$ cat src/hw/pwm_fault_pkg.sv
// Package of register map, field positions and reset values for the two-channel PWM block
package pwm_fault_pkg;
  // Register offsets (chosen map, byte-wide registers)
  localparam logic [3:0] ADDR_DUTY0_HIGH = 4'h0;
  localparam logic [3:0] ADDR_DUTY0_LOW = 4'h1;
  localparam logic [3:0] ADDR_DUTY1_HIGH = 4'h2;
  localparam logic [3:0] ADDR_DUTY1_LOW = 4'h3;
  localparam logic [3:0] ADDR_MOD_HIGH = 4'h4;
  localparam logic [3:0] ADDR_MOD_LOW = 4'h5;
  localparam logic [3:0] ADDR_CTRL_ONE = 4'h6;
  localparam logic [3:0] ADDR_CTRL_TWO = 4'h7;
  localparam logic [3:0] ADDR_FAULT_MAP = 4'h8;
  localparam logic [3:0] ADDR_FAULT_CTRL = 4'h9;
  localparam logic [3:0] ADDR_FAULT_STAT = 4'ha;
  localparam logic [3:0] ADDR_FAULT_ACK = 4'hb;
  localparam logic [3:0] ADDR_COUNT_HIGH = 4'hc;
  localparam logic [3:0] ADDR_COUNT_LOW = 4'hd;
  // Control register one fields
  localparam int CTL1_FAULT_LOCATION_SELECT_BIT = 7;
  localparam int CTL1_RIRQ_BIT = 5;
  localparam int CTL1_RFLAG_BIT = 4;
  localparam int CTL1_LOAD_OK_BIT = 1;
  localparam int CTL1_EN_BIT = 0;
  // Control register two fields
  localparam int CTL2_LDFQ_LSB = 6;
  localparam int CTL2_SOFT_DISABLE_CH1_BIT = 5;
  localparam int CTL2_SOFT_DISABLE_CH0_BIT = 4;
  localparam int CTL2_POLARITY_CH1_BIT = 3;
  localparam int CTL2_POLARITY_CH0_BIT = 2;
  localparam int CTL2_PRSC_LSB = 0;
  // Fault registers fields
  localparam int MAP_CH1_BIT = 1;
  localparam int MAP_CH0_BIT = 0;
  localparam int FCTL_IRQ_BIT = 1;
  localparam int FCTL_MODE_BIT = 0;
  localparam int FSTAT_LEVEL_BIT = 1;
  localparam int FSTAT_FLAG_BIT = 0;
  localparam int FACK_BIT = 0;
  // Reset values
  localparam logic [7:0] CTRL_ONE_RESET = 8'h00;
  localparam logic [7:0] CTRL_TWO_RESET = 8'h00;
  localparam logic [7:0] FAULT_MAP_RESET = 8'h00;
  localparam logic [7:0] FAULT_CTRL_RESET = 8'h00;
  localparam logic [15:0] DUTY_RESET = 16'h0000;
  localparam logic [11:0] MOD_RESET = 12'h000;
  localparam int NUM_CH = 2;
endpackage

$ cat src/hw/pwm_byte_store.sv
// Small byte store holding the software-written duty and modulus buffers
`timescale 1ns/10ps
module pwm_byte_store (
  input wire logic clock_in,
  input wire logic rstn_in,
  input wire logic wr_en_in,
  input wire logic [2:0] wr_addr_in,
  input wire logic [7:0] wr_data_in,
  input wire logic [2:0] rd_addr_in,
  output logic [7:0] rd_data_out,
  output logic [47:0] all_out
);
  logic [7:0] mem_q [0:5];
  logic [7:0] rd_q;

  always_ff @(posedge clock_in or negedge rstn_in) begin
    if (!rstn_in) begin
      for (int i = 0; i < 6; i++) begin
        mem_q[i] <= 8'h00;
      end
      rd_q <= 8'h00;
    end else begin
      if (wr_en_in && wr_addr_in < 3'h6) begin
        mem_q[wr_addr_in] <= wr_data_in;
      end
      rd_q <= (rd_addr_in < 3'h6) ? mem_q[rd_addr_in] : 8'h00;
    end
  end

  assign rd_data_out = rd_q;
  assign all_out = {mem_q[5], mem_q[4], mem_q[3], mem_q[2], mem_q[1], mem_q[0]};
endmodule // pwm_byte_store

$ cat src/hw/pwm_fault_top.sv
// Two-channel edge-aligned PWM generator with fault input and byte register port
//
// The address map and the address-and-strobe port were left to the implementer.
`timescale 1ns/10ps
// Overview of operation
// Each channel holds signed 16-bit duty value
// Duty zero or negative keeps channel inactive
// Duty at or above modulus keeps active
// Reads return buffers, not active copies
// Location bit picks port B bit 2/7
// Reload interrupt while flag and enable set
// Reload flag sets every reload cycle
// Flag clear needs read then write zero
// Load-ok set by read-0-write-1, auto-clears
// Load-ok commits prescale, modulus, duty at reload
// Enable clear disables, outputs high impedance
// Reload every 1, 2, 4, 8 cycles
// Load frequency applies after current load cycle
// Software disable bit turns off pin
// Polarity bit selects active-high or active-low
// Prescaler divides bus clock 1/2/4/8
// Fault map accepts only first write
// Map bit lets fault disable channel
// Fault irq enable gates only interrupt
// Mode bit selects automatic or manual
// Status bit shows fault input level
// Fault flag sets on rise, ack clears
// Automatic: re-enable when low at cycle start
// Manual: re-enable after ack and low input
// Fault interrupt latch cleared by ack/enable/reset
// Twelve-bit modulus sets counter period
// Active while counter below duty value
module pwm_fault_top
  import pwm_fault_pkg::*;
(
  input wire logic clock_in,
  input wire logic rstn_in,
  input wire logic [3:0] addr_in,
  input wire logic [7:0] wdata_in,
  input wire logic wr_in,
  input wire logic rd_in,
  output logic [7:0] rdata_out,
  input wire logic port_b_bit2_in,
  input wire logic port_b_bit7_in,
  output logic [1:0] pwm_out,
  output logic [1:0] pwm_oe_n_out,
  output logic reload_irq_out,
  output logic fault_irq_out
);
  // ****************************************
  // Registers
  // ****************************************
  logic fault_location_select_q, reload_irq_enable_q, reload_flag_q, load_ok_q, generator_enable_q;
  logic [7:0] ctrl_two_q;
  logic [1:0] fault_map_q;
  logic map_written_q;
  logic fault_irq_enable_q, fault_reenable_mode_q;
  logic fault_event_flag_q, fault_irq_latch_q, fault_prev_q;
  logic flag_read_armed_q, load_ok_read_zero_q;
  logic [1:0] prescale_act_q, load_freq_act_q;
  logic [11:0] mod_act_q;
  logic [15:0] duty_act_q [NUM_CH];
  logic [11:0] count_q;
  logic [2:0] presc_cnt_q, load_cnt_q;
  logic [1:0] fault_block_q, soft_block_q;
  logic [1:0] pwm_q, oe_n_q;
  logic [7:0] rdata_q;
  logic reload_irq_q, fault_irq_q, count_low_latch_sel_q;
  logic [7:0] count_low_latch_q;

  // ****************************************
  // Buffer memory and decode
  // ****************************************
  logic [47:0] buf_all;
  // Duty and modulus bytes live in the byte store; everything else is decoded below
  wire buf_wr = wr_in && (addr_in <= ADDR_MOD_LOW);
  pwm_byte_store u_store (
    .clock_in(clock_in),
    .rstn_in(rstn_in),
    .wr_en_in(buf_wr),
    .wr_addr_in(addr_in[2:0]),
    .wr_data_in(wdata_in),
    .rd_addr_in(addr_in[2:0]),
    .rd_data_out(),
    .all_out(buf_all)
  );
  wire [15:0] duty_buf0 = {buf_all[7:0], buf_all[15:8]};
  wire [15:0] duty_buf1 = {buf_all[23:16], buf_all[31:24]};
  wire [11:0] mod_buf = {buf_all[35:32], buf_all[47:40]};

  wire wr_ctl1 = wr_in && addr_in == ADDR_CTRL_ONE;
  wire rd_ctl1 = rd_in && addr_in == ADDR_CTRL_ONE;
  wire wr_ctl2 = wr_in && addr_in == ADDR_CTRL_TWO;
  wire wr_map = wr_in && addr_in == ADDR_FAULT_MAP;
  wire wr_fctl = wr_in && addr_in == ADDR_FAULT_CTRL;
  wire wr_ack = wr_in && addr_in == ADDR_FAULT_ACK && wdata_in[FACK_BIT];

  // Fault source; treated as synchronous to clock_in
  wire fault_level = fault_location_select_q ? port_b_bit2_in : port_b_bit7_in;
  // Moving the fault location onto a high pin reads as a rising edge; acknowledge after a move
  wire fault_rise = fault_level && !fault_prev_q;

  // ****************************************
  // Counter, prescaler and reload timing
  // ****************************************
  wire [2:0] presc_max = 3'((4'h1 << prescale_act_q) - 4'h1);
  wire tick = generator_enable_q && presc_cnt_q == presc_max;
  wire cycle_end = tick && (count_q >= mod_act_q - 12'h001);
  wire [2:0] load_max = 3'((4'h1 << load_freq_act_q) - 4'h1);
  wire enable_rise = wr_ctl1 && wdata_in[CTL1_EN_BIT] && !generator_enable_q;
  wire reload = (cycle_end && load_cnt_q == load_max) || enable_rise;
  // A load-ok in the enabling write commits at once, so the first period uses fresh values
  wire commit = reload && (load_ok_q || (enable_rise && wdata_in[CTL1_LOAD_OK_BIT] && load_ok_read_zero_q));
  wire cycle_start = cycle_end || enable_rise;

  always_ff @(posedge clock_in or negedge rstn_in) begin
    if (!rstn_in) begin
      presc_cnt_q <= 3'h0;
      count_q <= 12'h000;
      load_cnt_q <= 3'h0;
    end else if (!generator_enable_q && !enable_rise) begin
      presc_cnt_q <= 3'h0;
      count_q <= 12'h000;
      load_cnt_q <= 3'h0;
    end else if (enable_rise) begin
      presc_cnt_q <= 3'h0;
      count_q <= 12'h000;
      load_cnt_q <= 3'h0;
    end else begin
      // The prescaler restarts with each tick, so a new divisor never splits one
      presc_cnt_q <= tick ? 3'h0 : presc_cnt_q + 3'h1;
      if (tick) begin
        count_q <= cycle_end ? 12'h000 : count_q + 12'h001;
      end
      if (cycle_end) begin
        load_cnt_q <= (load_cnt_q == load_max) ? 3'h0 : load_cnt_q + 3'h1;
      end
    end
  end

  // Active copies: load frequency follows each load cycle, the rest waits for load-ok
  always_ff @(posedge clock_in or negedge rstn_in) begin
    if (!rstn_in) begin
      prescale_act_q <= 2'h0;
      load_freq_act_q <= 2'h0;
      mod_act_q <= MOD_RESET;
      duty_act_q[0] <= DUTY_RESET;
      duty_act_q[1] <= DUTY_RESET;
    end else begin
      if (reload) begin
        load_freq_act_q <= ctrl_two_q[CTL2_LDFQ_LSB +: 2];
      end
      if (commit) begin
        prescale_act_q <= ctrl_two_q[CTL2_PRSC_LSB +: 2];
        mod_act_q <= mod_buf;
        duty_act_q[0] <= duty_buf0;
        duty_act_q[1] <= duty_buf1;
      end
    end
  end

  // ****************************************
  // Control and fault registers
  // ****************************************
  always_ff @(posedge clock_in or negedge rstn_in) begin
    if (!rstn_in) begin
      fault_location_select_q <= CTRL_ONE_RESET[CTL1_FAULT_LOCATION_SELECT_BIT];
      reload_irq_enable_q <= CTRL_ONE_RESET[CTL1_RIRQ_BIT];
      reload_flag_q <= CTRL_ONE_RESET[CTL1_RFLAG_BIT];
      load_ok_q <= CTRL_ONE_RESET[CTL1_LOAD_OK_BIT];
      generator_enable_q <= CTRL_ONE_RESET[CTL1_EN_BIT];
      flag_read_armed_q <= 1'b0;
      load_ok_read_zero_q <= 1'b0;
      ctrl_two_q <= CTRL_TWO_RESET;
    end else begin
      if (wr_ctl1) begin
        fault_location_select_q <= wdata_in[CTL1_FAULT_LOCATION_SELECT_BIT];
        reload_irq_enable_q <= wdata_in[CTL1_RIRQ_BIT];
        generator_enable_q <= wdata_in[CTL1_EN_BIT];
      end
      if (wr_ctl2) begin
        ctrl_two_q <= wdata_in;
      end
      // Set wins over clear; a reload after the read voids the clear
      if (reload) begin
        reload_flag_q <= 1'b1;
      end else if (wr_ctl1 && !wdata_in[CTL1_RFLAG_BIT] && flag_read_armed_q) begin
        reload_flag_q <= 1'b0;
      end
      if (reload) begin
        flag_read_armed_q <= 1'b0;
      end else if (rd_ctl1) begin
        flag_read_armed_q <= reload_flag_q;
      end
      // Load-ok only sets after a read that saw it clear
      if (commit) begin
        load_ok_q <= 1'b0;
      end else if (wr_ctl1) begin
        load_ok_q <= wdata_in[CTL1_LOAD_OK_BIT] ? (load_ok_q || load_ok_read_zero_q) : 1'b0;
      end
      if (rd_ctl1) begin
        load_ok_read_zero_q <= !load_ok_q;
      end else if (wr_ctl1) begin
        load_ok_read_zero_q <= 1'b0;
      end
    end
  end

  always_ff @(posedge clock_in or negedge rstn_in) begin
    if (!rstn_in) begin
      fault_map_q <= FAULT_MAP_RESET[1:0];
      map_written_q <= 1'b0;
      fault_irq_enable_q <= FAULT_CTRL_RESET[FCTL_IRQ_BIT];
      fault_reenable_mode_q <= FAULT_CTRL_RESET[FCTL_MODE_BIT];
      fault_prev_q <= 1'b0;
      fault_event_flag_q <= 1'b0;
      fault_irq_latch_q <= 1'b0;
    end else begin
      // Only the first map write after reset lands
      if (wr_map && !map_written_q) begin
        fault_map_q <= wdata_in[1:0];
        map_written_q <= 1'b1;
      end
      if (wr_fctl) begin
        fault_irq_enable_q <= wdata_in[FCTL_IRQ_BIT];
        fault_reenable_mode_q <= wdata_in[FCTL_MODE_BIT];
      end
      fault_prev_q <= fault_level;
      if (fault_rise) begin
        fault_event_flag_q <= 1'b1;
      end else if (wr_ack) begin
        fault_event_flag_q <= 1'b0;
      end
      // A same-cycle enable clear beats a rising fault, so the latch stays clear
      if (fault_rise && fault_irq_enable_q && !(wr_fctl && !wdata_in[FCTL_IRQ_BIT])) begin
        fault_irq_latch_q <= 1'b1;
      end else if (wr_ack || (wr_fctl && !wdata_in[FCTL_IRQ_BIT])) begin
        fault_irq_latch_q <= 1'b0;
      end
    end
  end

  // ****************************************
  // Per-channel output stage
  // ****************************************
  wire [1:0] soft_dis = {ctrl_two_q[CTL2_SOFT_DISABLE_CH1_BIT], ctrl_two_q[CTL2_SOFT_DISABLE_CH0_BIT]};
  wire [1:0] polarity = {ctrl_two_q[CTL2_POLARITY_CH1_BIT], ctrl_two_q[CTL2_POLARITY_CH0_BIT]};
  // Fault may clear only at a cycle start with the input low; manual mode also needs the flag acknowledged
  wire fault_release = cycle_start && !fault_level && (fault_reenable_mode_q || !fault_event_flag_q);
  logic [1:0] active, pwm_d, oe_n_d;

  genvar ch;
  generate
    for (ch = 0; ch < NUM_CH; ch++) begin : g_ch
      wire signed [15:0] duty = duty_act_q[ch];
      wire at_full = duty >= $signed({4'h0, mod_act_q});
      assign active[ch] = (duty <= 16'sh0000) ? 1'b0 :
                          at_full ? 1'b1 :
                          ({4'h0, count_q} < duty_act_q[ch]);
      always_ff @(posedge clock_in or negedge rstn_in) begin
        if (!rstn_in) begin
          fault_block_q[ch] <= 1'b0;
          soft_block_q[ch] <= 1'b0;
        end else begin
          if (fault_level && fault_map_q[ch]) begin
            fault_block_q[ch] <= 1'b1;
          end else if (fault_release) begin
            fault_block_q[ch] <= 1'b0;
          end
          // A cleared disable bit releases the pin only at the next cycle start
          if (soft_dis[ch]) begin
            soft_block_q[ch] <= 1'b1;
          end else if (cycle_start) begin
            soft_block_q[ch] <= 1'b0;
          end
        end
      end
      // Blocked outputs drive the inactive level; the generator output is forced low when off
      wire on = generator_enable_q && active[ch] && !fault_block_q[ch] && !soft_block_q[ch]
                && !(fault_level && fault_map_q[ch]) && !soft_dis[ch];
      assign pwm_d[ch] = generator_enable_q && (polarity[ch] ? on : !on);
      assign oe_n_d[ch] = !generator_enable_q;
    end
  endgenerate

  // ****************************************
  // Read mux and outputs
  // ****************************************
  logic [7:0] rd_mux;
  always_comb begin
    rd_mux = 8'h00;
    case (addr_in)
      // Buffer bytes come from the flat copy so the read data leave a single flop
      ADDR_DUTY0_HIGH: rd_mux = buf_all[7:0];
      ADDR_DUTY0_LOW: rd_mux = buf_all[15:8];
      ADDR_DUTY1_HIGH: rd_mux = buf_all[23:16];
      ADDR_DUTY1_LOW: rd_mux = buf_all[31:24];
      ADDR_MOD_HIGH: rd_mux = {4'h0, buf_all[35:32]};
      ADDR_MOD_LOW: rd_mux = buf_all[47:40];
      ADDR_CTRL_ONE: rd_mux = {fault_location_select_q, 1'b0, reload_irq_enable_q, reload_flag_q, 2'b00,
                               load_ok_q, generator_enable_q};
      ADDR_CTRL_TWO: rd_mux = ctrl_two_q;
      ADDR_FAULT_MAP: rd_mux = {6'h00, fault_map_q};
      ADDR_FAULT_CTRL: rd_mux = {6'h00, fault_irq_enable_q, fault_reenable_mode_q};
      ADDR_FAULT_STAT: rd_mux = {6'h00, fault_level, fault_event_flag_q};
      // Reading the high byte freezes the low byte until it is read
      ADDR_COUNT_HIGH: rd_mux = {4'h0, count_q[11:8]};
      ADDR_COUNT_LOW: rd_mux = count_low_latch_sel_q ? count_low_latch_q : count_q[7:0];
      // Unmapped addresses and the acknowledge register read as zero
      default: rd_mux = 8'h00;
    endcase
  end

  always_ff @(posedge clock_in or negedge rstn_in) begin
    if (!rstn_in) begin
      rdata_q <= 8'h00;
      count_low_latch_q <= 8'h00;
      count_low_latch_sel_q <= 1'b0;
      pwm_q <= 2'b00;
      oe_n_q <= 2'b11;
      reload_irq_q <= 1'b0;
      fault_irq_q <= 1'b0;
    end else begin
      rdata_q <= rd_in ? rd_mux : 8'h00;
      if (rd_in && addr_in == ADDR_COUNT_HIGH) begin
        count_low_latch_q <= count_q[7:0];
        count_low_latch_sel_q <= 1'b1;
      end else if (rd_in && addr_in == ADDR_COUNT_LOW) begin
        count_low_latch_sel_q <= 1'b0;
      end
      pwm_q <= pwm_d;
      oe_n_q <= oe_n_d;
      // Clearing either the flag or the enable drops the request one cycle later
      reload_irq_q <= reload_irq_enable_q && reload_flag_q;
      fault_irq_q <= fault_irq_latch_q;
    end
  end

  assign rdata_out = rdata_q;
  assign pwm_out = pwm_q;
  assign pwm_oe_n_out = oe_n_q;
  assign reload_irq_out = reload_irq_q;
  assign fault_irq_out = fault_irq_q;
endmodule // pwm_fault_top

$ cat config.mk
export PLATFORM = sky130hd
export DESIGN_NAME = pwm_fault_top
export DESIGN_NICKNAME = d
export VERILOG_FILES = /design/src/hw/pwm_fault_pkg.sv /design/src/hw/pwm_byte_store.sv /design/src/hw/pwm_fault_top.sv
export SDC_FILE = /design/constraint.sdc
export NUM_CORES = 1
export LEC_CHECK = 0
export BUFFER_PORTS_ARGS = -buffer_cell sky130_fd_sc_hd__buf_4
export CAP_MARGIN = 20
export CORE_AREA = 4 4 177 179
export CTS_CLUSTER_SIZE = 30
export DETAILED_ROUTE_END_ITERATION = 8
export DIE_AREA = 0 0 181 183
export PLACE_DENSITY_LB_ADDON = 0.08
export SYNTH_ARGS = -nofsm -noshare
export SYNTH_HDL_FRONTEND = slang
export SYNTH_SLANG_ARGS = --single-unit
$ cat constraint.sdc
create_clock -name clock_in -period 7.2 [get_ports clock_in]
set_input_delay 0 -clock clock_in [delete_from_list [all_inputs] [get_ports clock_in]]
set_output_delay 0 -clock clock_in [all_outputs]
set_load 0.02 [all_outputs]
* Yosys cells after proc, flatten, opt, wreduce, memory -nomap -nowiden
Index checks and enable logic that the tools add are counted.
** Storage, ports and cells
- Bits in registers :: 163
- Input port bits :: 18
- Output and inout port bits :: 14
- Logic and storage cells :: 205
** Operators by class
- Add/subtract/negate cells :: 6
- $lt $le $gt $ge :: 11
- Equality and inequality tests :: 15
- Shifts and indexed selects :: 2
- Mux-type cells :: 45
- Bitwise gates (word level) :: 1
- Reductions and logical operators :: 85
** Operators with widths (number)
- $pmux 8 s13 :: 1
- $bwmux 48 :: 1
- $mux 12 :: 4
- $logic_and 1x1->1 :: 45
- $ge 16x13->1 :: 2
- $le 16x1->1 const B :: 2
- $lt 12x16->1 :: 2
- $mux 1 :: 28
- $demux 8 s3 :: 1
- $eq 4x4->1 const B :: 6
- $mux 8 :: 3
- $reduce_bool 2->1 :: 11
- $mux 3 :: 7
- $logic_not 1->1 :: 20
- $eq 4x3->1 const B :: 4
- $add 12x1->12 const B :: 1
- $ge 12x12->1 :: 1
- $sub 12x1->12 const B :: 1
- $eq 4x2->1 const B :: 2
- $add 3x1->3 const B :: 2
- $eq 3x3->1 :: 2
- $logic_or 1x1->1 :: 6
- $reduce_bool 3->1 :: 2
- $shl 1x2->3 const A :: 2
- other kinds (8) :: 9

* Logic depth before layout (Yosys ltp)
- Depth in word-level cells :: 11
- Mapped depth :: 13
- Gate-level depth less buffers :: 12

* Modules after synthesis
A second synthesis with hierarchy kept.
** Second synthesis, totals
- Cell total of the unflattened synthesis :: 857
- Area, all modules :: 9724.3 µm²
** Modules (own cells, without submodules)
- pwm_fault_top :: instances 1, cells each 695, area each 7249.5 µm², sequential area each 2879.0 µm²
- pwm_byte_store :: instances 1, cells each 162, area each 2474.9 µm², sequential area each 1401.3 µm²

* Worst setup path after synthesis
OpenSTA, ideal clock, no wires.
- Kind :: reg2reg
- Start :: reg mod_act_q[4]
- End :: reg duty_act_q (netlist bit g_ch[0].duty[0])
- Setup time :: 0.125 ns
- Data arrival time :: 3.151 ns
- Data required time :: 7.075 ns
- Slack :: 3.924 ns
- Cell stages (with the launch flop) :: 13
- Buffers on the path :: 1
- Clock period less this slack :: 3.276 ns
- Cell sequence :: dfrtp_1 -> nor4_1 -> nand2_1 -> nor4_1 -> xnor2_1 -> ha_1 -> nand2_1 -> nor3_1 -> or4b_4 -> a211oi_4 -> o21ai_4 -> buf_6 -> mux2_4
** Between the ends
- Word-level cells in the longest chain between the ends :: 6
** RTL lines
- from (decl) :: line pwm_fault_top.sv:61 : logic [11:0] mod_act_q;
- from (signal assigned) :: line pwm_fault_top.sv:155 : mod_act_q <= mod_buf;
- $sub 12x1->12 :: line pwm_fault_top.sv:108 : wire cycle_end = tick && (count_q >= mod_act_q - 12'h001);
- $ge 12x12->1 :: line pwm_fault_top.sv:108
- $logic_and 1x1->1 :: line pwm_fault_top.sv:108
- $logic_and 1x1->1 :: line pwm_fault_top.sv:111 : wire reload = (cycle_end && load_cnt_q == load_max) || enable_rise;
- $logic_or 1x1->1 :: line pwm_fault_top.sv:111
- $logic_and 1x1->1 :: line pwm_fault_top.sv:113 : wire commit = reload && (load_ok_q || (enable_rise && wdata_in[CTL1_LOAD_OK_BIT] && load_ok_read_zero_q));
- to (decl) :: line pwm_fault_top.sv:62 : logic [15:0] duty_act_q [NUM_CH];
No other way between the ends.
A chain may end at the register's enable or synchronous reset.

* Worst setup path in the final report
- Start :: reg mod_act_q[3]
- End :: reg duty_act_q (netlist bit g_ch[1].duty[2])
Same word-level chain as after synthesis.

==> results_dict.tcl <==
set metrics [dict create \
    synth_area_leaders "dfrtp_1 45%, mux2_2 9.7%, ha_1 8.8%" \
    hold_depth 4 \
    hold_viol 0 \
    antenna_left 0 \
    rsz0062_at_grt "false" \
    syn_area_um2 8860 \
    hold_class "in2reg" \
    antennaDiodeCount 0 \
    grt_pass1_wl_mm 42.7 \
    clk_latency_ns 0.43 \
    wl_mm 27.9 \
    via_per_inst 5.12 \
    gp_congestion 0.841 \
    fin_crit_ns 4.46 \
    netlist_instances 799 \
    drc 0 \
    cts_tree "yes" \
    cts_sinks 159 \
    synth_top_area_share 0.446 \
    dpl.hpwl_mm 21.1 \
    first_pass_iters 5 \
    startpoint_type "register" \
    syn_nets 879 \
    path_clk_slew_ns 0.07 \
    cts_root_buf "clkbuf_16" \
    postSynth.asyncResetShare 1.00 \
    die_w_um 181 \
    die_area_um2 33100 \
    post_cts_buffers 0 \
    fp.dieH_um 183 \
    setup_tns_ns 0 \
    core_um2 29600 \
    setup_viol 0 \
    clockBufferDepth 2 \
    min_period_over_period 0.619 \
    rrSetupSlack_ns 2.74 \
    grt_max_degree 82 \
    hp-start "wr_in" \
    worstSetupPathType "reg2reg" \
    max_freq_mhz 224 \
    numCtsBuffers 17 \
    syn_to_final_growth_pct 15.0 \
    ys.flop_type "dfrtp_1" \
    slew_headroom 0.256 \
    critical_path_required_ns 7.51 \
    peakVddDrop_v 0.000117 \
    antenna_found_initial 1 \
    critPathCaptureType "register" \
    synth-edff-count 0 \
    rows 63 \
    r2r-end "g_ch[1].duty[2]" \
    layout-drive-gt1-share 0.232 \
    r2r_cells 12 \
    io_pins 32 \
    maxCapViolCount 0 \
    synth_cell_types 62 \
    start_util 0.300 \
    power_density_nw_per_um2 239 \
    htree_levels 4 \
    clock-skew-final_ns 0.0152 \
    num-nets-final 921 \
    gr-usage-all-layers 0.170 \
    overflow 0 \
    grt_pass1_vias 6552 \
    syn_area_per_cell_um2 11.1 \
    hold_end "fault_location_select_q" \
    worstReg2RegStart "mod_act_q[3]" \
    drt-wirelength-per-cell_um 22.4 \
    synth_warnings 0 \
    ys_ff_latch 159 \
    place_ws_ns 2.76 \
    yosysTopAreaCell "dfrtp_1" \
    worstPathMaxFanout 24 \
    setup_slack_ns 2.74 \
    synth-seq-area-share 0.449 \
    status "finished clean" \
    drv_slew 0 \
    first_iter_violations 354 \
    vias 6364 \
    worst_pin_slew_ns 1.11 \
    cp_data_arrival_time_ns 4.77 \
    power_leakage_nw 4.73 \
    place.port_buffers 31 \
]
repair_timing:
item / 4_1_cts / 5_1_grt
hold endpoints to repair: 139 / 0
hold buffers: 13 / 0
resized for setup: 0 / 0
cells in the final DEF (no fill, tap or decap), types with 17 or more instances in the layout:
cell and count:
nor2_1 60, mux2_4 40, mux2_2 76, nand3_1 30, inv_1 49, nand2_1 51, o21ai_0 25, buf_4 33
clkbuf_16 17, a21oi_1 33, nand4_1 17, dfrtp_1 158, ha_1 62
worst max-delay path, cell delays in order (launching register included):
cell and delay [ns]:
dfrtp_1 0.44, nor4_1 0.45, nand2_1 0.18, nor4_1 0.27
xnor2_1 0.16, ha_1 0.26, a21oi_1 0.16, o21ai_0 0.12
a21oi_1 0.38, a211oi_4 0.15, o21ai_4 0.81, buf_4 0.55
mux2_2 0.39
per-layer routing:
layer | part of all wire | wire (um) | GRT usage
met1 | 0.47 | 13000 | 0.230
met2 | 0.49 | 13600 | 0.288
met3 | 0.028 | 781 | 0.0234
met4 | 0.018 | 502 | 0.0513
met5 | 0.00047 | 13 | 0
cell families (layout without fill, tap and decap cells):
family                   after synthesis  count (layout)  share of synthesized area
AO/OA/AOI/OAI                        124             124                     0.0946
XOR/XNOR                              20              20                     0.0198
adder cells (fa/ha/maj)               62              62                     0.0875
buffers and inverters                 76             131                     0.0366
flip-flops                           159             159                      0.449
multiplexers                         133             133                      0.188
AND/OR/NAND/NOR                      225             225                      0.125
metrics by stage:
| step | utilization | instance area, um^2 | power [mW] | hold slack, ns | cells |
|---|---|---|---|---|---|
| after floorplan | - | 8860 | 1.38 | -0.296 | 799 |
| after global placement | 0.320 | 9470 | 1.58 | 0.0970 | 1197 |
| after detailed placement | 0.320 | 9470 | 1.58 | 0.109 | 1197 |
| after CTS | 0.343 | 10200 | 2.47 | 0.0169 | 1242 |
| after global routing | 0.345 | 10200 | 2.55 | 0.0688 | 1244 |
| final | 0.345 | 10200 | 2.43 | 0.0322 | 1244 |
report_power, final:
| group | internal, mW | switching, mW |
|---|---|---|
| Sequential | 1.01 | 0.133 |
| Clock | 0.451 | 0.412 |
| Combinational | 0.202 | 0.225 |
| Total | 1.66 | 0.770 |
worst max path at each step:
stage	start	to	slack (ns)	cells past startpoint
final	mod_act_q[3]	g_ch[1].duty[2]	2.74	12
after global routing	mod_act_q[4]	g_ch[1].duty[2]	2.48	12
after CTS	mod_act_q[4]	g_ch[1].duty[2]	2.73	12
after detailed placement	mod_act_q[4]	g_ch[1].duty[2]	2.76	12
after global placement	mod_act_q[3]	g_ch[1].duty[3]	2.84	12
after floorplan	mod_act_q[4]	g_ch[0].duty[0]	3.92	12
state kept, by name (all words and copies together) (netlist names), 2 cells and up:
register	cells
rdata_out	8
soft_block_q	2
pwm_out	2
g_ch.duty	32
count_q	12
fault_block_q	2
ctrl_two_q	8
presc_cnt_q	3
prescale_act_q	2
mod_act_q	12
load_cnt_q	3
u_store.all_out	44
count_low_latch_q	8
load_freq_act_q	2
fault_map_q	2
cells in the mapped netlist, types with 3 or more instances:
library cell / number
nand2_1: 51
and3_1: 9
xnor2_1: 12
nand2b_1: 10
a31oi_1: 5
nor2b_1: 10
mux2_2: 76
mux4_2: 3
a22oi_1: 8
o21ai_0: 25
a221oi_1: 3
and2_1: 3
nand4_1: 17
buf_6: 4
nand4b_1: 3
buf_2: 4
buf_1: 6
clkbuf_1: 11
nand3_1: 30
o211ai_1: 6
nor4_1: 14
xor2_1: 8
mux2i_1: 14
ha_1: 62
o221ai_1: 3
a21oi_1: 33
nor3_1: 8
dfrtp_1: 158
a211oi_1: 7
a21o_1: 7
mux2_4: 40
inv_1: 49
or2_2: 3
nor2_1: 60
area by class of cell:
type / count / area (um^2)
clock buffer: 17 / 425
clock inverter: 15 / 124
fill: 2918 / 19400
inverter: 50 / 188
multi-input combinational: 564 / 4560
sequential: 159 / 3980
tap: 390 / 488
timing repair buffer: 49 / 424
Note: power is estimated with default switching activity, not from simulation.
